File: config.mk
export PLATFORM = sky130hd
export DESIGN_NAME = rcb_bank
export DESIGN_NICKNAME = d
export VERILOG_FILES = /design/src/inc/rcb_pkg.sv /design/src/inc/rcb_chan_if.sv /design/src/core/rcb_bank.sv /design/src/core/rcb_chan.sv /design/src/core/rcb_irq.sv
export VERILOG_INCLUDE_DIRS = /design/src /design/src/inc
export SDC_FILE = /design/constraint.sdc
export NUM_CORES = 1
export LEC_CHECK = 0
export ABC_AREA = 0
export BUFFER_PORTS_ARGS = -buffer_cell sky130_fd_sc_hd__clkbuf_2
export CAP_MARGIN = 30
export CORE_AREA = 2 2 114 116
export CTS_BUF_LIST = sky130_fd_sc_hd__clkbuf_4
export DETAILED_ROUTE_END_ITERATION = 10
export DIE_AREA = 0 0 116 118
export GPL_TIMING_DRIVEN = 1
export MAX_ROUTING_LAYER = met4
export PLACE_DENSITY = 0.87
export SYNTH_ARGS = -nofsm -noshare
export SYNTH_HDL_FRONTEND = slang
export SYNTH_SLANG_ARGS = --single-unit
File: constraint.sdc
create_clock -name i_clk -period 12.85 [get_ports i_clk]
set_input_delay 0 -clock i_clk [delete_from_list [all_inputs] [get_ports i_clk]]
set_output_delay 0 -clock i_clk [all_outputs]
set_load 0.1 [all_outputs]
File: src/inc/rcb_params.svh
`ifndef RCB_PARAMS_SVH
`define RCB_PARAMS_SVH

// ----------------------------------------------------------------------
// Register addresses
// ----------------------------------------------------------------------
`define RCB_ADDR_A_SLP     16'h407c
`define RCB_ADDR_B_CTL     16'h407d
`define RCB_ADDR_B_ON      16'h407e
`define RCB_ADDR_B_SLP     16'h407f
`define RCB_ADDR_C_CTL     16'h4080
`define RCB_ADDR_C_ON      16'h4081
`define RCB_ADDR_C_SLP     16'h4082
`define RCB_ADDR_IRQ_STAT  16'h40a0
`define RCB_ADDR_IRQ_CLR   16'h40a1
`define RCB_ADDR_IRQ_EN    16'h40a2

// ----------------------------------------------------------------------
// Writable bit masks and reset values
// ----------------------------------------------------------------------
`define RCB_SLP_MASK       16'he11f
`define RCB_ON_MASK        16'he11f
`define RCB_CTL_MASK       16'hdfc0
`define RCB_SLP_RST        16'h0100
`define RCB_ON_RST         16'h0000
`define RCB_CTL_RST        16'h0200
`define RCB_IRQ_RST        2'h0

// ----------------------------------------------------------------------
// Field positions
// ----------------------------------------------------------------------
`define RCB_SLOT_HI        15
`define RCB_SLOT_LO        13
`define RCB_MODE_BIT       8
`define RCB_VOLT_HI        4
`define RCB_VOLT_LO        0
`define RCB_ACT_HI         15
`define RCB_ACT_LO         14
`define RCB_SRC_HI         12
`define RCB_SRC_LO         11
`define RCB_PICK_BIT       10
`define RCB_HWM_HI         9
`define RCB_HWM_LO         8
`define RCB_FLT_BIT        7
`define RCB_SWI_BIT        6
`define RCB_IRQ_W          2

// ----------------------------------------------------------------------
// Voltage code mapping, millivolts
// ----------------------------------------------------------------------
`define RCB_VBREAK         5'h0c
`define RCB_V_FIRST_HI     5'h0d
`define RCB_V_BASE_LO      12'h3e8
`define RCB_V_STEP_LO      12'h032
`define RCB_V_BASE_HI      12'h6a4
`define RCB_V_STEP_HI      12'h064

`endif

File: src/inc/rcb_pkg.sv
`include "rcb_params.svh"
package rcb_pkg;
   // -------------------------------------------------------------------
   // Types
   // -------------------------------------------------------------------
   typedef enum logic [1:0] {
      RCB_PH_OFF   = 2'b00,
      RCB_PH_ON    = 2'b01,
      RCB_PH_SLEEP = 2'b10
   } rcb_phase_type;

   typedef struct packed {
      rcb_phase_type phase;
      logic          fault_off;
      logic          en;
      logic [11:0]   mv;
      logic          lowpwr;
      logic          discharge;
      logic          switch_sel;
      logic          rst_req;
   } rcb_chan_state_type;

   typedef struct packed {
      logic [`RCB_IRQ_W-1:0] status;
      logic [`RCB_IRQ_W-1:0] enable;
      logic                  irq;
   } rcb_irq_state_type;

   typedef struct packed {
      logic [15:0] a_slp;
      logic [15:0] b_ctl;
      logic [15:0] b_on;
      logic [15:0] b_slp;
      logic [15:0] c_ctl;
      logic [15:0] c_on;
      logic [15:0] c_slp;
      logic [15:0] rdata;
      logic        rst_req;
   } rcb_top_state_type;

   // Voltage code to millivolts, two linear segments
   function automatic logic [11:0] rcb_volt_mv(input logic [4:0] code);
      logic [4:0] hi_idx;
      hi_idx = code - `RCB_V_FIRST_HI;
      if (code <= `RCB_VBREAK) begin
         return `RCB_V_BASE_LO + ({7'h00, code} * `RCB_V_STEP_LO);
      end
      return `RCB_V_BASE_HI + ({7'h00, hi_idx} * `RCB_V_STEP_HI);
   endfunction
endpackage

File: src/inc/rcb_chan_if.sv
`timescale 1ns/1ps
`default_nettype none
// Configuration words down to a channel, its drive state back up
interface rcb_chan_if;
   logic [15:0] ctl;
   logic [15:0] on;
   logic [15:0] slp;
   logic        en;
   logic [11:0] mv;
   logic        lowpwr;
   logic        discharge;
   logic        switch_sel;
   logic        rst_req;
   modport bank (output ctl, on, slp,
                 input  en, mv, lowpwr, discharge, switch_sel, rst_req);
   modport chan (input  ctl, on, slp,
                 output en, mv, lowpwr, discharge, switch_sel, rst_req);
endinterface // rcb_chan_if
`default_nettype wire

File: src/core/rcb_bank.sv
`timescale 1ns/1ps
`default_nettype none
`include "rcb_params.svh"
module rcb_bank (
   // Clock and reset
   input  wire logic        i_clk,
   input  wire logic        i_sys_rst,
   // Register port
   input  wire logic [15:0] i_addr,
   input  wire logic [15:0] i_wdata,
   input  wire logic        i_wr,
   input  wire logic        i_rd,
   output logic [15:0]      o_rdata,
   // Sequencer timeslot pulses
   input  wire logic        i_seq_up,
   input  wire logic        i_seq_down,
   input  wire logic [2:0]  i_seq_slot,
   // Hardware enable inputs
   input  wire logic        i_hw_en1,
   input  wire logic        i_hw_en2,
   // Undervoltage events
   input  wire logic        i_uv_b,
   input  wire logic        i_uv_c,
   // Channel A sleep settings
   output logic [2:0]       o_chan_a_sleep_slot,
   output logic             o_chan_a_sleep_opmode,
   output logic [4:0]       o_chan_a_sleep_volt,
   // Channel B drive
   output logic             o_chan_b_en,
   output logic [11:0]      o_chan_b_mv,
   output logic             o_chan_b_lowpwr,
   output logic             o_chan_b_discharge,
   output logic             o_chan_b_switch_sel,
   // Channel C drive
   output logic             o_chan_c_en,
   output logic [11:0]      o_chan_c_mv,
   output logic             o_chan_c_lowpwr,
   output logic             o_chan_c_discharge,
   output logic             o_chan_c_switch_sel,
   // Device reset request and interrupt
   output logic             o_dev_reset_req,
   output logic             o_irq
);

   // -------------------------------------------------------------------
   // Declarations
   // -------------------------------------------------------------------
   rcb_pkg::rcb_top_state_type s_q, s_d;
   rcb_chan_if                 b_if ();
   rcb_chan_if                 c_if ();
   logic [`RCB_IRQ_W-1:0]      irq_status;
   logic [`RCB_IRQ_W-1:0]      irq_enable;
   logic                       irq_clr_wr;
   logic                       irq_en_wr;

   // Masked store: undefined bits never reach a flip-flop
   function automatic logic [15:0] masked(input logic [15:0] data,
                                          input logic [15:0] mask);
      return data & mask;
   endfunction

   // Address match used by the interrupt clear and enable write decode
   function automatic logic hit(input logic [15:0] addr,
                                input logic [15:0] target);
      return addr == target;
   endfunction

   // -------------------------------------------------------------------
   // Register file
   // -------------------------------------------------------------------

   // Writes store, reads answer one cycle later, else data is zero
   always_comb begin
      s_d         = s_q;
      s_d.rdata   = 16'h0000;
      s_d.rst_req = b_if.rst_req | c_if.rst_req;
      if (i_wr) begin
         case (i_addr)
            `RCB_ADDR_A_SLP: s_d.a_slp = masked(i_wdata, `RCB_SLP_MASK);
            `RCB_ADDR_B_CTL: s_d.b_ctl = masked(i_wdata, `RCB_CTL_MASK);
            `RCB_ADDR_B_ON:  s_d.b_on  = masked(i_wdata, `RCB_ON_MASK);
            `RCB_ADDR_B_SLP: s_d.b_slp = masked(i_wdata, `RCB_SLP_MASK);
            `RCB_ADDR_C_CTL: s_d.c_ctl = masked(i_wdata, `RCB_CTL_MASK);
            `RCB_ADDR_C_ON:  s_d.c_on  = masked(i_wdata, `RCB_ON_MASK);
            `RCB_ADDR_C_SLP: s_d.c_slp = masked(i_wdata, `RCB_SLP_MASK);
            default:         s_d.a_slp = s_d.a_slp;
         endcase
      end
      if (i_rd) begin
         case (i_addr)
            `RCB_ADDR_A_SLP:    s_d.rdata = s_q.a_slp;
            `RCB_ADDR_B_CTL:    s_d.rdata = s_q.b_ctl;
            `RCB_ADDR_B_ON:     s_d.rdata = s_q.b_on;
            `RCB_ADDR_B_SLP:    s_d.rdata = s_q.b_slp;
            `RCB_ADDR_C_CTL:    s_d.rdata = s_q.c_ctl;
            `RCB_ADDR_C_ON:     s_d.rdata = s_q.c_on;
            `RCB_ADDR_C_SLP:    s_d.rdata = s_q.c_slp;
            `RCB_ADDR_IRQ_STAT: s_d.rdata = {14'h0000, irq_status};
            `RCB_ADDR_IRQ_EN:   s_d.rdata = {14'h0000, irq_enable};
            default:            s_d.rdata = 16'h0000;
         endcase
      end
   end

   // State register with documented reset values
   always_ff @(posedge i_clk) begin
      if (i_sys_rst) begin
         s_q.a_slp   <= `RCB_SLP_RST;
         s_q.b_ctl   <= `RCB_CTL_RST;
         s_q.b_on    <= `RCB_ON_RST;
         s_q.b_slp   <= `RCB_SLP_RST;
         s_q.c_ctl   <= `RCB_CTL_RST;
         s_q.c_on    <= `RCB_ON_RST;
         s_q.c_slp   <= `RCB_SLP_RST;
         s_q.rdata   <= 16'h0000;
         s_q.rst_req <= 1'b0;
      end else begin
         s_q <= s_d;
      end
   end

   // -------------------------------------------------------------------
   // Channel logic
   // -------------------------------------------------------------------

   // Configuration words handed to the channels
   assign b_if.ctl = s_q.b_ctl;
   assign b_if.on  = s_q.b_on;
   assign b_if.slp = s_q.b_slp;
   assign c_if.ctl = s_q.c_ctl;
   assign c_if.on  = s_q.c_on;
   assign c_if.slp = s_q.c_slp;

   // Channel B
   rcb_chan u_chan_b (
      .i_clk      (i_clk),
      .i_sys_rst  (i_sys_rst),
      .i_seq_up   (i_seq_up),
      .i_seq_down (i_seq_down),
      .i_seq_slot (i_seq_slot),
      .i_hw_en1   (i_hw_en1),
      .i_hw_en2   (i_hw_en2),
      .i_uv       (i_uv_b),
      .cif        (b_if.chan)
   );

   // Channel C
   rcb_chan u_chan_c (
      .i_clk      (i_clk),
      .i_sys_rst  (i_sys_rst),
      .i_seq_up   (i_seq_up),
      .i_seq_down (i_seq_down),
      .i_seq_slot (i_seq_slot),
      .i_hw_en1   (i_hw_en1),
      .i_hw_en2   (i_hw_en2),
      .i_uv       (i_uv_c),
      .cif        (c_if.chan)
   );

   // -------------------------------------------------------------------
   // Interrupts
   // -------------------------------------------------------------------

   // Clear register is write-only, so it never answers a read
   assign irq_clr_wr = i_wr && hit(i_addr, `RCB_ADDR_IRQ_CLR);
   assign irq_en_wr  = i_wr && hit(i_addr, `RCB_ADDR_IRQ_EN);

   // Undervoltage flags regardless of the fault action
   rcb_irq u_irq (
      .i_clk     (i_clk),
      .i_sys_rst (i_sys_rst),
      .i_evt     ({i_uv_c, i_uv_b}),
      .i_clr_wr  (irq_clr_wr),
      .i_en_wr   (irq_en_wr),
      .i_wdata   (i_wdata[`RCB_IRQ_W-1:0]),
      .o_status  (irq_status),
      .o_enable  (irq_enable),
      .o_irq     (o_irq)
   );

   // -------------------------------------------------------------------
   // Outputs
   // -------------------------------------------------------------------

   // Register port and channel A straight from the register flops
   assign o_rdata               = s_q.rdata;
   assign o_chan_a_sleep_slot   = s_q.a_slp[`RCB_SLOT_HI:`RCB_SLOT_LO];
   assign o_chan_a_sleep_opmode = s_q.a_slp[`RCB_MODE_BIT];
   assign o_chan_a_sleep_volt   = s_q.a_slp[`RCB_VOLT_HI:`RCB_VOLT_LO];
   assign o_dev_reset_req       = s_q.rst_req;

   // Channel drive comes from the channel state flops
   assign o_chan_b_en         = b_if.en;
   assign o_chan_b_mv         = b_if.mv;
   assign o_chan_b_lowpwr     = b_if.lowpwr;
   assign o_chan_b_discharge  = b_if.discharge;
   assign o_chan_b_switch_sel = b_if.switch_sel;
   assign o_chan_c_en         = c_if.en;
   assign o_chan_c_mv         = c_if.mv;
   assign o_chan_c_lowpwr     = c_if.lowpwr;
   assign o_chan_c_discharge  = c_if.discharge;
   assign o_chan_c_switch_sel = c_if.switch_sel;

endmodule // rcb_bank
`default_nettype wire

File: src/core/rcb_chan.sv
`timescale 1ns/1ps
`default_nettype none
`include "rcb_params.svh"
module rcb_chan (
   // Clock and reset
   input  wire logic       i_clk,
   input  wire logic       i_sys_rst,
   // Sequencer timeslot pulses
   input  wire logic       i_seq_up,
   input  wire logic       i_seq_down,
   input  wire logic [2:0] i_seq_slot,
   // Hardware enable inputs and fault
   input  wire logic       i_hw_en1,
   input  wire logic       i_hw_en2,
   input  wire logic       i_uv,
   // Configuration and drive
   rcb_chan_if.chan        cif
);
   rcb_pkg::rcb_chan_state_type s_q, s_d;

   // ----------------------------------------------------------------
   // Sequencing, hardware control and fault action
   // ----------------------------------------------------------------
   always_comb begin
      logic [2:0] on_code;
      logic [2:0] slp_code;
      logic       hw_assigned;
      logic       hw_in;
      logic       hwc_act;
      logic       on_en;
      logic [4:0] volt;
      logic       lp;
      on_en    = 1'b0;
      hwc_act  = 1'b0;
      volt     = 5'h00;
      lp       = 1'b0;
      on_code  = cif.on[`RCB_SLOT_HI:`RCB_SLOT_LO];
      slp_code = cif.slp[`RCB_SLOT_HI:`RCB_SLOT_LO];
      hw_assigned = (on_code == 3'h6) || (on_code == 3'h7);
      hw_in    = (on_code == 3'h7) ? i_hw_en2 : i_hw_en1;
      s_d = s_q;
      s_d.rst_req = 1'b0;
      // Start-up: code 000 never enables
      if (i_seq_up) begin
         if (!hw_assigned && on_code != 3'h0 && i_seq_slot == on_code) begin
            s_d.phase     = rcb_pkg::RCB_PH_ON;
            s_d.fault_off = 1'b0;
         end
         if (hw_assigned && i_seq_slot == 3'h1) begin
            s_d.phase     = rcb_pkg::RCB_PH_ON;
            s_d.fault_off = 1'b0;
         end
      end
      // Sleep or shutdown entry, only from the ON phase
      if (i_seq_down && s_q.phase == rcb_pkg::RCB_PH_ON) begin
         unique case (slp_code)
            3'h0: if (i_seq_slot == 3'h5) s_d.phase = rcb_pkg::RCB_PH_SLEEP;
            3'h6: if (i_seq_slot == 3'h3) s_d.phase = rcb_pkg::RCB_PH_SLEEP;
            3'h7: if (i_seq_slot == 3'h1) s_d.phase = rcb_pkg::RCB_PH_SLEEP;
            default: begin
               if (i_seq_slot == 3'(3'h6 - slp_code)) begin
                  s_d.phase = hw_assigned ? rcb_pkg::RCB_PH_SLEEP
                                          : rcb_pkg::RCB_PH_OFF;
               end
            end
         endcase
      end
      // Undervoltage: reserved code 11 does nothing
      if (i_uv) begin
         unique case (cif.ctl[`RCB_ACT_HI:`RCB_ACT_LO])
            2'h1:    s_d.fault_off = 1'b1;
            2'h2:    s_d.rst_req   = 1'b1;
            default: s_d.fault_off = s_d.fault_off;
         endcase
      end
      // Drive settings of the present phase
      on_en = (s_q.phase != rcb_pkg::RCB_PH_OFF) && !s_q.fault_off
              && (!hw_assigned || hw_in);
      if (s_q.phase == rcb_pkg::RCB_PH_SLEEP) begin
         volt = cif.slp[`RCB_VOLT_HI:`RCB_VOLT_LO];
         lp   = cif.slp[`RCB_MODE_BIT];
      end else begin
         volt = cif.on[`RCB_VOLT_HI:`RCB_VOLT_LO];
         lp   = cif.on[`RCB_MODE_BIT];
      end
      hwc_act = (cif.ctl[`RCB_SRC_LO] & i_hw_en1)
                | (cif.ctl[`RCB_SRC_HI] & i_hw_en2);
      if (hwc_act) begin
         volt = cif.ctl[`RCB_PICK_BIT] ? cif.slp[`RCB_VOLT_HI:`RCB_VOLT_LO]
                                       : cif.on[`RCB_VOLT_HI:`RCB_VOLT_LO];
         unique case (cif.ctl[`RCB_HWM_HI:`RCB_HWM_LO])
            2'h1:    on_en = 1'b0;
            2'h3:    lp    = cif.on[`RCB_MODE_BIT];
            default: lp    = 1'b1;
         endcase
      end
      s_d.en         = on_en;
      s_d.mv         = rcb_pkg::rcb_volt_mv(volt);
      s_d.lowpwr     = lp;
      s_d.discharge  = !on_en && !cif.ctl[`RCB_FLT_BIT];
      s_d.switch_sel = cif.ctl[`RCB_SWI_BIT];
   end

   // State register; disabled and discharging after reset
   always_ff @(posedge i_clk) begin
      if (i_sys_rst) begin
         s_q <= '{phase: rcb_pkg::RCB_PH_OFF, fault_off: 1'b0, en: 1'b0,
                  mv: `RCB_V_BASE_LO, lowpwr: 1'b0, discharge: 1'b1,
                  switch_sel: 1'b0, rst_req: 1'b0};
      end else begin
         s_q <= s_d;
      end
   end

   assign cif.en         = s_q.en;
   assign cif.mv         = s_q.mv;
   assign cif.lowpwr     = s_q.lowpwr;
   assign cif.discharge  = s_q.discharge;
   assign cif.switch_sel = s_q.switch_sel;
   assign cif.rst_req    = s_q.rst_req;
endmodule // rcb_chan
`default_nettype wire

File: src/core/rcb_irq.sv
`timescale 1ns/1ps
`default_nettype none
`include "rcb_params.svh"
module rcb_irq (
   // Clock and reset
   input  wire logic                  i_clk,
   input  wire logic                  i_sys_rst,
   // Events and software access
   input  wire logic [`RCB_IRQ_W-1:0] i_evt,
   input  wire logic                  i_clr_wr,
   input  wire logic                  i_en_wr,
   input  wire logic [`RCB_IRQ_W-1:0] i_wdata,
   // Status and interrupt
   output logic [`RCB_IRQ_W-1:0]      o_status,
   output logic [`RCB_IRQ_W-1:0]      o_enable,
   output logic                       o_irq
);
   rcb_pkg::rcb_irq_state_type s_q, s_d;

   // Sticky status; a new event beats a clear in the same cycle
   always_comb begin
      s_d = s_q;
      if (i_en_wr) begin
         s_d.enable = i_wdata;
      end
      if (i_clr_wr) begin
         s_d.status = s_q.status & ~i_wdata;
      end
      s_d.status = s_d.status | i_evt;
      s_d.irq    = |(s_d.status & s_d.enable);
   end

   // State register
   always_ff @(posedge i_clk) begin
      if (i_sys_rst) begin
         s_q <= '0;
      end else begin
         s_q <= s_d;
      end
   end

   assign o_status = s_q.status;
   assign o_enable = s_q.enable;
   assign o_irq    = s_q.irq;
endmodule // rcb_irq
`default_nettype wire

* Yosys cells after proc, flatten, opt, wreduce, memory -nomap -nowiden
Index checks and enable logic that the tools add are counted.
Cells by class: $mul 4, reductions and logical operators 45, equal/unequal tests 37, $add $sub $neg 8, bitwise operators 14, $lt $le $gt $ge 2, shift-type cells 0, multiplexer cells 53, div/mod/pow operators 0
Operators with widths (number):
- 16-bit by 15-bit equality test with 1-bit output, second input constant | 10
- 16-bit case mux with 9 select lines | 1
- 12-bit two-way mux | 4
- 5-bit by 5-bit multiplier with 10-bit output, second input constant | 4
- 5-bit two-way mux | 6
- 2-bit two-way mux | 14
- 3-bit equality test, second input constant | 9
- 10-bit by 11-bit adder with 12-bit output, first input constant | 2
- 11-bit by 12-bit adder with 12-bit output, first input constant | 2
- 1-bit two-way mux | 18
- 3-bit two-way mux | 6
- 1-bit logical AND | 16
- 2-bit AND reduction | 7
- 2-bit by 1-bit equality test with 1-bit output, second input constant | 6
- 2-bit equality test, second input constant | 6
- 3-bit equality test | 4
- 2-bit case mux with 3 select lines | 2
- 5-bit by 4-bit <= comparator with 1-bit output, second input constant | 2
- 5-bit by 4-bit subtractor with 5-bit output, second input constant | 2
- 1-bit logical NOT | 8
- 2-bit OR reduction | 4
- 3-bit logical NOT | 2
- 3-bit nonzero test | 2
- 3-bit subtractor, first input constant | 2
- 11 further kinds | 24
Word-level totals: memories kept 0, bits in writable memories 0, flip-flop bits (word level) 125, bits in read-only memories 0, latch bits 0

* Logic depth before layout (Yosys ltp)
Gate-level depths: netlist of the first run.
depth after elaboration 11, depth in mapped cells 18

* Hierarchy
A second synthesis of the first run with hierarchy kept.
Unflattened totals: cell total of the unflattened synthesis 943, area, all modules 8423.1 sq um
Modules (own cells, without submodules):
- rcb_chan | seq. area each 380.4 sq um, cells an instance 268, area an instance 2299.7 sq um, times used 2
- rcb_bank | seq. area each 1581.5 sq um, cells an instance 390, area an instance 3648.5 sq um, times used 1
- rcb_irq | seq. area each 100.1 sq um, cells an instance 17, area an instance 175.2 sq um, times used 1

* Least setup slack after synthesis of the first run
No wires, ideal clock.
path type reg2reg, start reg s_q (netlist bit b_if.ctl[11]), end reg u_chan_b.s_q (netlist bit u_chan_b.cif.mv[10]), period minus slack after synthesis 4261 ps, cell stages (with the launch flop) 17, setup slack 8589 ps, arrival 4139 ps, required time 12728 ps, path buffers 0, path through dfxtp_1 > a22oi_4 > mux2i_4 > mux2i_1 > inv_1 > ha_1 > nand2b_1 > xnor2_1 > ha_1 > ha_1 > ha_1 > ha_1 > a32oi_1 > o21ai_0 > a31oi_1 > nor4b_1 > a311o_1
On the way: cells in the longest elaborated chain, start to end 7
RTL lines:
- from (decl) | line rcb_bank.sv:48 | rcb_pkg::rcb_top_state_type s_q, s_d;
- 1-bit AND (*) | line rcb_chan.sv:86 | hwc_act = (cif.ctl[`RCB_SRC_LO] & i_hw_en1)
- 1-bit OR (*) | line rcb_chan.sv:86
- 5-bit two-way mux (*) | line rcb_chan.sv:88 | if (hwc_act) begin
- 5-bit by 4-bit subtractor with 5-bit output (no line) or 5-bit by 5-bit multiplier with 10-bit output (tied branches)
- 5-bit by 5-bit multiplier with 10-bit output (no line) or 10-bit by 11-bit adder with 12-bit output (tied branches)
- 11-bit by 12-bit adder with 12-bit output (no line) or 12-bit two-way mux (tied branches)
- 12-bit two-way mux (*) | line rcb_pkg.sv:48 | return `RCB_V_BASE_HI + ({7'h00, hi_idx} * `RCB_V_STEP_HI);
- to (signal assigned) | line rcb_chan.sv:107 | s_q <= '{phase: rcb_pkg::RCB_PH_OFF, fault_off: 1'b0, en: 1'b0,
- to (decl) | line rcb_chan.sv:19 | rcb_pkg::rcb_chan_state_type s_q, s_d;
Mark *: on every way between the ends. The rest lies on a longest branch, timed or not. The select of a mux whose other input is x is not followed. A chain may end at the register's enable or synchronous reset.

* Worst setup path after layout of the first run
Ends and elaborated chain as after synthesis.

==> results of run 1 <==
[cells by family (layout without fill, tap and decap cells)]
logic type / count (synthesis) / count (layout) / share of synthesized area (%)
simple gates: 299 / 299 / 19.5
compound gates: 207 / 207 / 17.3
flops: 122 / 122 / 30.9
buf+inv: 110 / 213 / 6.68
fa+ha+maj: 78 / 78 / 12.7
xor+xnor: 57 / 57 / 6.31
mux: 43 / 43 / 6.57
other cells: 1 / 4 / 0.0474
[per-stage QoR]
step	cell area, um2	hold slack (ns)
global placement	8320	0.254
detailed placement	8320	0.258
floorplan	7920	0.124
global route	8890	0.0410
finish	8890	0.0408
CTS	8890	0.0116
[path summary, 6_finish.rpt]
path	startpoint	to	slack (ns)	cells past startpoint
max	b_if.ctl[11]	u_chan_b.cif.mv[10]	7.79	17
min	i_seq_slot[0]	u_chan_c.s_q[19]	0.04	5
max reg2reg	b_if.ctl[11]	u_chan_b.cif.mv[10]	7.79	17
min reg2reg	b_if.slp[3]	b_if.slp[3]	0.47	2
[power groups by stage]
stage / registers, mW / clock network (mW) / logic, mW
after detailed placement: 0.387 / 0 / 0.0339
after global routing: 0.379 / 0.287 / 0.0432
after floorplan: 0.387 / 0 / 0.0198
after global placement: 0.387 / 0 / 0.0339
after CTS: 0.379 / 0.267 / 0.0396
final: 0.379 / 0.269 / 0.0407
[critical path, delay by kind of cell (launching register included)]
| family | cells | cell delay (ns) |
|---|---|---|
| xor gates and xnor gates | 1 | 0.18 |
| muxes | 2 | 0.95 |
| buffers and inverters | 1 | 0.26 |
| DFF | 1 | 0.36 |
| and+or+nand+nor | 3 | 0.29 |
| adders and majority gates | 5 | 1.55 |
| AOI/OAI and AO/OA | 5 | 1.38 |
[metal layers]
metal | track usage [%] | share of wire [%]
met1 | 38.3 | 41
met2 | 48.4 | 47
met3 | 6.08 | 8.4
met4 | 14.1 | 3.7
met5 | - | 0
[Yosys cell counts (4+ instances only)]
cell type,number
nand2_1,101
nor4_2,5
a31oi_1,15
nor3b_1,6
a32oi_1,4
and3_1,9
xnor2_1,37
a211oi_1,6
ha_1,74
nand4_1,5
a21o_1,8
a21oi_1,79
nand2b_1,14
o211ai_1,5
inv_2,5
o21ai_1,6
xor2_1,20
fa_1,4
buf_2,6
nor4_1,7
buf_4,26
clkbuf_1,28
mux2_2,8
nor2_1,60
a22oi_1,13
mux2i_1,28
nor4b_1,4
and4_1,6
o21ai_0,21
nor2b_1,9
nand3_1,43
a222oi_1,9
a22o_1,6
dfxtp_1,122
a311oi_1,5
inv_1,39
nor3_1,8
mux2i_4,6
[layout make-up]
type	instances	area share, %
multi-input combinational	687	55.6
clock buffer	19	1.60
inverter	46	1.97
tap	172	2.42
timing repair buffer	135	9.40
clock inverter	13	1.45
sequential	122	27.5
antenna	1	0.0282
[registers in the layout, indices dropped and copies added (netlist names), 2 cells and up]
name                 count
c_if.on                  9
u_chan_b.cif.mv         11
b_if.ctl                 9
u_chan_b.s_q             3
o_chan_a_sleep_volt      5
c_if.ctl                 9
c_if.slp                 9
u_irq.o_enable           2
u_chan_c.cif.mv         11
b_if.on                  9
o_rdata                 15
u_irq.o_status           2
u_chan_c.s_q             3
b_if.slp                 9
o_chan_a_sleep_slot      3
[what timing repair did]
action                                 in CTS  in global routing
hold buffers                               29                  0
endpoints found under the hold margin      85                  0
resized for setup                           0                  0
==> results.toml, run 1 <==
[outcome]
status = "completed"

[drt]
ant_nets = 0
drt_iter0_drc = 814
vias = 7309
route.detailed.drc = 0
routed_wl_um = 20600
vias_per_cell = 6.12
wl_per_cell_um = 17.2
firstDrtPassIters = 7

[global_routing]
grt_pass1_wl_um = 32800
overflow = 0
antenna_found_initial = 0
first_global_vias = 6858
grt_usage_pct = 30.9
grt_max_degree = 67

[run]
cap_violations = 0

[yosys]
ys_top_cells_by_area = "dfxtp_1 (31%), ha_1 (12%), a21oi_1 (5.0%)"
netlist_instances = 917
yosysWarnings = 0
seq_area_frac_synth_pct = 30.9
synth_seq_cells = 122
synthFlopType = "dfxtp_1"
yosysUniqueCellTypes = 75
syn-cell-area_mm2 = 0.00791
synth.avg_cell_area_um2 = 8.62
synthArstFlopShare_pct = 0
synth_edf_count = 0
yosys.area.top_type = "dfxtp_1"
yosysTopAreaCellShare_pct = 30.9

[worst_setup_path]
slowest_stage = "mux2i_1"
cp_common_cell = "ha_1"
path_max_fanout = 14
cp-start-kind = "register"
endpoint_kind = "register"
critPathKind = "register to register"
worst_path_largest_cell_delay_ns = 0.52
required_ns = 13.31
cp_data_arrival_time_ns = 5.52
path_cells = "a22oi_4, mux2i_4, mux2i_1, inv_1, ha_1, nand2b_1, xnor2_1, ha_1, ha_1, ha_1, ha_1, nor2b_1, a32oi_1, o21ai_0, a31oi_1, nor4b_1, a311o_1"

[power]
power.internal_uw = 510
p_leak_nw = 3.88
p_total_uw = 688
switchingPower_uw = 178
combPwrFrac_pct = 5.9
switching_share_pct = 25.9
p_seq_share_pct = 55.0
power.density_mw_per_mm2 = 77.4
pwr-share-clk_pct = 39.0
peakVddDrop_mv = 0.0627

[sta]
finalMaxSlewViolations = 0
relSlewSlack_pct = 47.0
setup_slack_ns = 7.79
worstMarginPinSlew_ns = 0.793
finClkSkew_ns = 0.0203
finalCritPeriodShare_pct = 39.4
final.setup.tns_ns = 0
period_minus_slack_ns = 5.06
max_freq_ghz = 0.198
rsz0062_at_grt = "no"
hold_violations = 0
setup-violations-final = 0

[placed_design]
dp_hpwl_um = 14600
place_congestion = 0.957
io_buffers = 99
post-place-ws_ns = 7.79
placedCellCount = 1133

[floorplan]
die_h_um = 118
start_util_pct = 63.7
row_count = 41
dieWidth_um = 116
core_area_mm2 = 0.0124
io_pins = 104
die_area_mm2 = 0.0137

[clocking]
clk_pin_slew_worst_paths_ns = 0.12
clock_latency_ns = 0.56
cts.path.max_buffers = 2
cts_root_buffer = "clkbuf_4"
cts_setup_buffers = 0
htreeDepth = 4
cts_tree = "built"
numCtsBuffers = 17
clock-sinks = 122

[finish]
stdcell_count = 1195
register_area_mm2 = 0.00244
areaGrowthSynthToFinish_pct = 12.4
fin_nets = 1132
final_common_cell = "dfxtp_1"
layout_common_cells = "dfxtp_1 (122), nand2_1 (101), clkbuf_2 (98)"
multi_input_area_mm2 = 0.00495
nFillCells = 955
drive_above_1_share_pct = 17.1
fin_util_pct = 71.6

[min_path]
hold_path_class = "input port to register"
Note: power is estimated with default switching activity, not from simulation.
==> run 2: changes to the inputs <==
--- a/config.mk
+++ b/config.mk
@@ -6,16 +6,16 @@
 export SDC_FILE = /design/constraint.sdc
 export NUM_CORES = 1
 export LEC_CHECK = 0
-export ABC_AREA = 0
+export ABC_AREA = 1
 export BUFFER_PORTS_ARGS = -buffer_cell sky130_fd_sc_hd__clkbuf_2
 export CAP_MARGIN = 30
-export CORE_AREA = 2 2 114 116
+export CORE_AREA = 2 2 121 123
 export CTS_BUF_LIST = sky130_fd_sc_hd__clkbuf_4
 export DETAILED_ROUTE_END_ITERATION = 10
-export DIE_AREA = 0 0 116 118
+export DIE_AREA = 0 0 123 125
 export GPL_TIMING_DRIVEN = 1
 export MAX_ROUTING_LAYER = met4
-export PLACE_DENSITY = 0.87
+export PLACE_DENSITY = 0.83
 export SYNTH_ARGS = -nofsm -noshare
 export SYNTH_HDL_FRONTEND = slang
 export SYNTH_SLANG_ARGS = --single-unit
==> constraint.sdc (replaced) <==
create_clock -name i_clk -period 5.05 [get_ports i_clk]
set_input_delay 0 -clock i_clk [delete_from_list [all_inputs] [get_ports i_clk]]
set_output_delay 0 -clock i_clk [all_outputs]
set_load 0.1 [all_outputs]
==> run 2 against run 1 <==
Compared with the run above:
- sequential share of layout area decreased by 1.6 points
- first-iteration DRC count increased by 2.6%
- final cell count increased by 27%
- die area increased by 12%
- sequential power increased to 2.5 times the previous value
- count of clock-buffer cells in the layout decreased by 1
==> results.toml, run 2 <==
[worst_setup_path]
rr_worst_depth = 22
cp_data_arrival_time_ns = 4.71
critPathKind = "register to register"
path_max_fanout = 12
endpoint_kind = "register"
cp-start-kind = "register"
required_ns = 5.54

[floorplan]
die_area_mm2 = 0.0154
start_util_pct = 59.7
dieWidth_um = 123
die_h_um = 125
io_pins = 104
core_area_mm2 = 0.0142
row_count = 44

[yosys]
synth_edf_count = 0
yosysUniqueCellTypes = 53
yosys.area.top_type = "dfxtp_1"
yosysMostFrequentCell = "nand2_1"
synth.top_cells.by_count = "nand2_1 (282), inv_1 (164), dfxtp_1 (122)"
synthArstFlopShare_pct = 0
yosysTopAreaCellShare_pct = 28.8
synthFlopType = "dfxtp_1"
netlist_instances = 1225
syn-cell-area_mm2 = 0.00849
synth_seq_cells = 122
ys_top_cells_by_area = "dfxtp_1 (29%), nand2_1 (12%), ha_1 (11%)"
seq_area_frac_synth_pct = 28.8
yosysWarnings = 0
synth.avg_cell_area_um2 = 6.93

[sta]
finClkSkew_ns = 0.0181
period_minus_slack_ns = 4.21
finalCritPeriodShare_pct = 83.5
worstMarginPinSlew_ns = 0.734
hold_violations = 0
relSlewSlack_pct = 51.0
final.setup.tns_ns = 0
setup_slack_ns = 0.835
max_freq_ghz = 0.237
setup-violations-final = 0
rsz0062_at_grt = "no"
finalMaxSlewViolations = 0

[finish]
register_area_mm2 = 0.00244
layout_common_cells = "nand2_1 (282), inv_1 (163), dfxtp_1 (122)"
largest_register_ffs = 15
multi_input_area_mm2 = 0.00503
fin_nets = 1445
final_common_cell = "nand2_1"
nFillCells = 1241
areaGrowthSynthToFinish_pct = 11.3
drive_above_1_share_pct = 15.7
fin_util_pct = 66.5

[global_routing]
grt_max_degree = 44
grt_pass1_wl_um = 35700
grt_usage_pct = 29.9
overflow = 0
antenna_found_initial = 1
first_global_vias = 7786

[placed_design]
io_buffers = 99
post-place-ws_ns = 0.855
place_congestion = 0.968
dp_hpwl_um = 16800

[power]
power.density_mw_per_mm2 = 189
power.internal_mw = 1.30
switching_share_pct = 27.3
p_seq_share_pct = 53.9
p_leak_nw = 4.78
peakVddDrop_mv = 0.154
switchingPower_uw = 487
pwr-share-clk_pct = 39.6
combPwrFrac_pct = 6.4

[clocking]
clk_pin_slew_worst_paths_ns = 0.12
cts_resized = 0
cts.path.max_buffers = 2
htreeDepth = 4
clock-sinks = 122
numCtsBuffers = 17
clock_latency_ns = 0.57
cts_tree = "built"
cts_root_buffer = "clkbuf_4"
cts_setup_buffers = 0
holdBufCountCts = 25

[min_path]
hold_path_class = "input port to register"
whs_path_depth = 6

[outcome]
status = "completed"

[drt]
vias = 8476
ant_nets = 0
vias_per_cell = 5.58
routed_wl_um = 22000
wl_per_cell_um = 14.5
drt_iter0_drc = 835
route.detailed.drc = 0
firstDrtPassIters = 9

[run]
cap_violations = 0
run 2: cell types whose count changed in the layout (fill, tap and decap cells not counted), sizes merged, moves of 14 or more:
cell and change:
nor2 +48, nand2b -14, nand2 +192, a31oi -14
inv +133, nand3 +68, xnor2 -30, o21ai +56
mux2i -35
run 2: cell families (layout without fill, tap and decap cells):
logic type | Yosys count | count (layout) | synth area share (%)
AOI/OAI and AO/OA | 214 | 214 | 14.8
xor gates and xnor gates | 19 | 19 | 1.96
adders and majority gates | 78 | 78 | 11.9
buffers and inverters | 228 | 336 | 12.0
DFF | 122 | 122 | 28.8
other | 1 | 4 | 0.0442
and+or+nand+nor | 563 | 563 | 30.6
run 2: path summary, 6_finish.rpt:
path | start | slack, ns | to
worst max-delay path | c_if.ctl[10] | 0.84 | u_chan_c.cif.mv[11]
worst min-delay path | i_hw_en1 | 0.02 | u_chan_c.cif.en
worst max register to register | c_if.ctl[10] | 0.84 | u_chan_c.cif.mv[11]
worst min register to register | b_if.ctl[6] | 0.47 | u_chan_b.cif.switch_sel
run 2: cell type report:
cell class,instances,area share (%)
Sequential cell,122,25.9
Multi-Input combinational cell,877,53.3
Antenna cell,1,0.0265
Clock inverter,14,1.56
Clock buffer,18,1.43
Timing Repair Buffer,127,8.14
Inverter,177,7.22
Tap cell,184,2.44
run 2: per-layer routing:
layer  wire length [um]  GRT usage (%)  vias up
li1                   -              -     4188
met1               9170           36.8     3818
met2              10200           47.3      385
met3               1710           5.16       85
met4                887           14.4        0
met5                  0              -        -
run 2: power groups by stage:
stage               combinational [mW]  clock [mW]  sequential [mW]
floorplan                       0.0595           0            0.985
global placement                0.0967           0            0.985
detailed placement              0.0980           0            0.985
CTS                              0.112       0.705            0.963
global route                     0.123       0.753            0.964
finish                           0.115       0.708            0.963
run 2: metrics by stage:
stage                     instance area, um2  total power, mW  hold slack, ns  cells
after floorplan                         8490             1.04           0.109   1227
after global placement                  8900             1.08           0.268   1462
after detailed placement                8900             1.08           0.257   1462
after CTS                               9440             1.78         0.00984   1519
after global routing                    9440             1.84          0.0335   1520
final                                   9440             1.79          0.0202   1520
run 2: critical path: stages (launching register included):
cell and delay (ns):
dfxtp_1 0.57, nand2_1 0.08, o21ai_0 0.08, inv_1 0.05, o21ai_0 0.53, ha_1 0.31
inv_1 0.05, nor2_1 0.11, xor2_1 0.30, ha_1 0.30, ha_1 0.29, ha_1 0.30
ha_1 0.34, inv_1 0.05, nand3_1 0.09, nand2_1 0.08, inv_1 0.07, nand2_1 0.06
nor2_1 0.12, nand2_1 0.07, nand2_1 0.05, nand3_1 0.07, a21oi_1 0.16
==> run 3: changes to the inputs <==
--- a/config.mk
+++ b/config.mk
@@ -6,16 +6,16 @@
 export SDC_FILE = /design/constraint.sdc
 export NUM_CORES = 1
 export LEC_CHECK = 0
-export ABC_AREA = 1
+export ABC_AREA = 0
 export BUFFER_PORTS_ARGS = -buffer_cell sky130_fd_sc_hd__clkbuf_2
 export CAP_MARGIN = 30
-export CORE_AREA = 2 2 121 123
+export CORE_AREA = 2 2 123 125
 export CTS_BUF_LIST = sky130_fd_sc_hd__clkbuf_4
 export DETAILED_ROUTE_END_ITERATION = 10
-export DIE_AREA = 0 0 123 125
+export DIE_AREA = 0 0 125 127
 export GPL_TIMING_DRIVEN = 1
 export MAX_ROUTING_LAYER = met4
-export PLACE_DENSITY = 0.83
+export PLACE_DENSITY = 0.79
 export SYNTH_ARGS = -nofsm -noshare
 export SYNTH_HDL_FRONTEND = slang
 export SYNTH_SLANG_ARGS = --single-unit
==> constraint.sdc (replaced) <==
create_clock -name i_clk -period 3.6 [get_ports i_clk]
set_input_delay 0 -clock i_clk [delete_from_list [all_inputs] [get_ports i_clk]]
set_output_delay 0 -clock i_clk [all_outputs]
set_load 0.1 [all_outputs]
==> run 3 against run 2 <==
Compared with the run above:
- utilization increased by 7.8 points
- final cell count decreased by 13%
- critical endpoint is now u_chan_b.cif.mv[10]
- via count decreased by 4.0%
- clock power increased by 54%
- the flow now finishes with violations (negative setup slack)
- maximum frequency increased by 7.8%
- power increased by 46%
- sequential share of layout area decreased by 3.1 points
- non-clock buffer count increased by 120
- sequential power increased by 40%
- critical path depth decreased by 5
- global-route usage increased by 1.2 points
==> results.toml, run 3 (synthesis gave the netlist of run 1 again) <==
[floorplan]
start_util_pct = 54.8
io_pins = 104
row_count = 44
core_area_mm2 = 0.0144
die_area_mm2 = 0.0159
dieWidth_um = 125
die_h_um = 127

[clocking]
clk_pin_slew_worst_paths_ns = 0.13
cts_tree = "built"
numCtsBuffers = 17
htreeDepth = 4
clock_latency_ns = 0.58
cts.path.max_buffers = 2
cts_root_buffer = "clkbuf_4"
clock-sinks = 122

[worst_setup_path]
endpoint_kind = "register"
cp_data_arrival_time_ns = 4.37
r2r_setup_slack_ns = -0.31
critPathKind = "register to register"
path_max_fanout = 4
cp-start-kind = "register"
required_ns = 4.06

[drt]
vias = 8137
routed_wl_um = 26100
route.detailed.drc = 0
vias_per_cell = 6.17
wl_per_cell_um = 19.8
ant_nets = 0
firstDrtPassIters = 6
drt_iter0_drc = 990

[finish]
fin_area_mm2 = 0.0107
stdcell_count = 1319
largest_register_ffs = 15
fin_nets = 1244
final_common_cell = "dfxtp_1"
fin_util_pct = 74.3
areaGrowthSynthToFinish_pct = 35.5
layout_common_cells = "dfxtp_1 (120), buf_4 (112), nand2_1 (101)"
drive_above_1_share_pct = 34.4

[sta]
max_freq_ghz = 0.256
finClkSkew_ns = 0.0361
setup-violations-final = 8
rsz0062_at_grt = "yes"
worstMarginPinSlew_ns = 0.808
timing.hold.ws_ns = 0.0440
final.setup.tns_ns = -1.45
relSlewSlack_pct = 46.0
period_minus_slack_ns = 3.91
setup_slack_ns = -0.310
finalMaxSlewViolations = 0
hold_violations = 0
finalCritPeriodShare_pct = 109

[placed_design]
placed_cell_area_mm2 = 0.00925
dp_hpwl_um = 16300
post-place-ws_ns = -0.368
placedCellCount = 1235
place_congestion = 0.948
io_buffers = 99

[power]
p_leak_nw = 4.62
peakVddDrop_mv = 0.355
power.density_mw_per_mm2 = 243
p_total_mw = 2.60

[outcome]
violations = "negative setup slack"
status = "finished with violations"

[global_routing]
overflow = 0
first_global_vias = 7543
grt_usage_pct = 31.1
grt_max_degree = 49
antenna_found_initial = 1
grt_pass1_wl_um = 38500

[min_path]
hold_path_class = "input port to register"

[run]
cap_violations = 0
-- run 3: cell types whose count changed in the layout (fill, tap and decap cells not counted), sizes merged, moves of 14 or more --
cell / previous run / this run
inv: 178 / 52
buf: 3 / 123
nand2b: 0 / 14
xnor2: 7 / 37
nand3: 111 / 43
o21ai: 83 / 27
nor2: 108 / 60
a31oi: 1 / 15
nand2: 293 / 101
mux2i: 0 / 35
-- run 3: layout make-up --
class | count | area, um2
multi-input cells | 687 | 5810
repair buffers | 247 | 1740
clock inverters | 15 | 189
well taps | 184 | 230
fillers | 935 | 3710
inverters | 46 | 180
diodes | 1 | 2.50
clock buffers | 17 | 128
flip-flops and latches | 122 | 2440
-- run 3: worst paths after layout --
kind,startpoint,end,cells after the start
max,b_if.ctl[11],u_chan_b.cif.mv[10],17
min reg2reg,u_chan_b.cif.rst_req,o_dev_reset_req,2
max reg2reg,b_if.ctl[11],u_chan_b.cif.mv[10],17
min,i_seq_slot[0],u_chan_b.s_q[19],4
-- run 3: repair_timing --
item                                    CTS  global route
resized for setup                        59            44
pin swaps                                44            26
hold buffers                             26             0
endpoints found under the setup margin   10            10
hold endpoints to repair                 85             0
buffers inserted                         16            10
-- run 3: per-layer routing --
metal | GRT usage, % | wire, um
met5 | - | 0
met4 | 13.1 | 1150
met3 | 6.49 | 2520
met2 | 50.4 | 12500
met1 | 38.0 | 9940
-- run 3: power by group --
part | total, mW | switching, mW | leakage [nW] | internal, mW
Clock | 1.09 | 0.597 | 0.160 | 0.497
Combinational | 0.156 | 0.104 | 3.47 | 0.0524
Sequential | 1.35 | 0.00115 | 0.985 | 1.35
Total | 2.60 | 0.702 | 4.62 | 1.90
-- run 3: critical path, stage by stage, from the launching register on --
cell and delay, ns:
dfxtp_2 0.36, a22oi_4 0.22, mux2i_4 0.32, buf_6 0.15, mux2i_4 0.24, inv_2 0.11, ha_4 0.19, nand2b_4 0.09
xnor2_4 0.14, buf_6 0.13, ha_4 0.20, ha_4 0.17, fa_2 0.43, xnor2_4 0.18, nor3_4 0.24, a31oi_2 0.15
nor4b_4 0.16, a311o_1 0.33
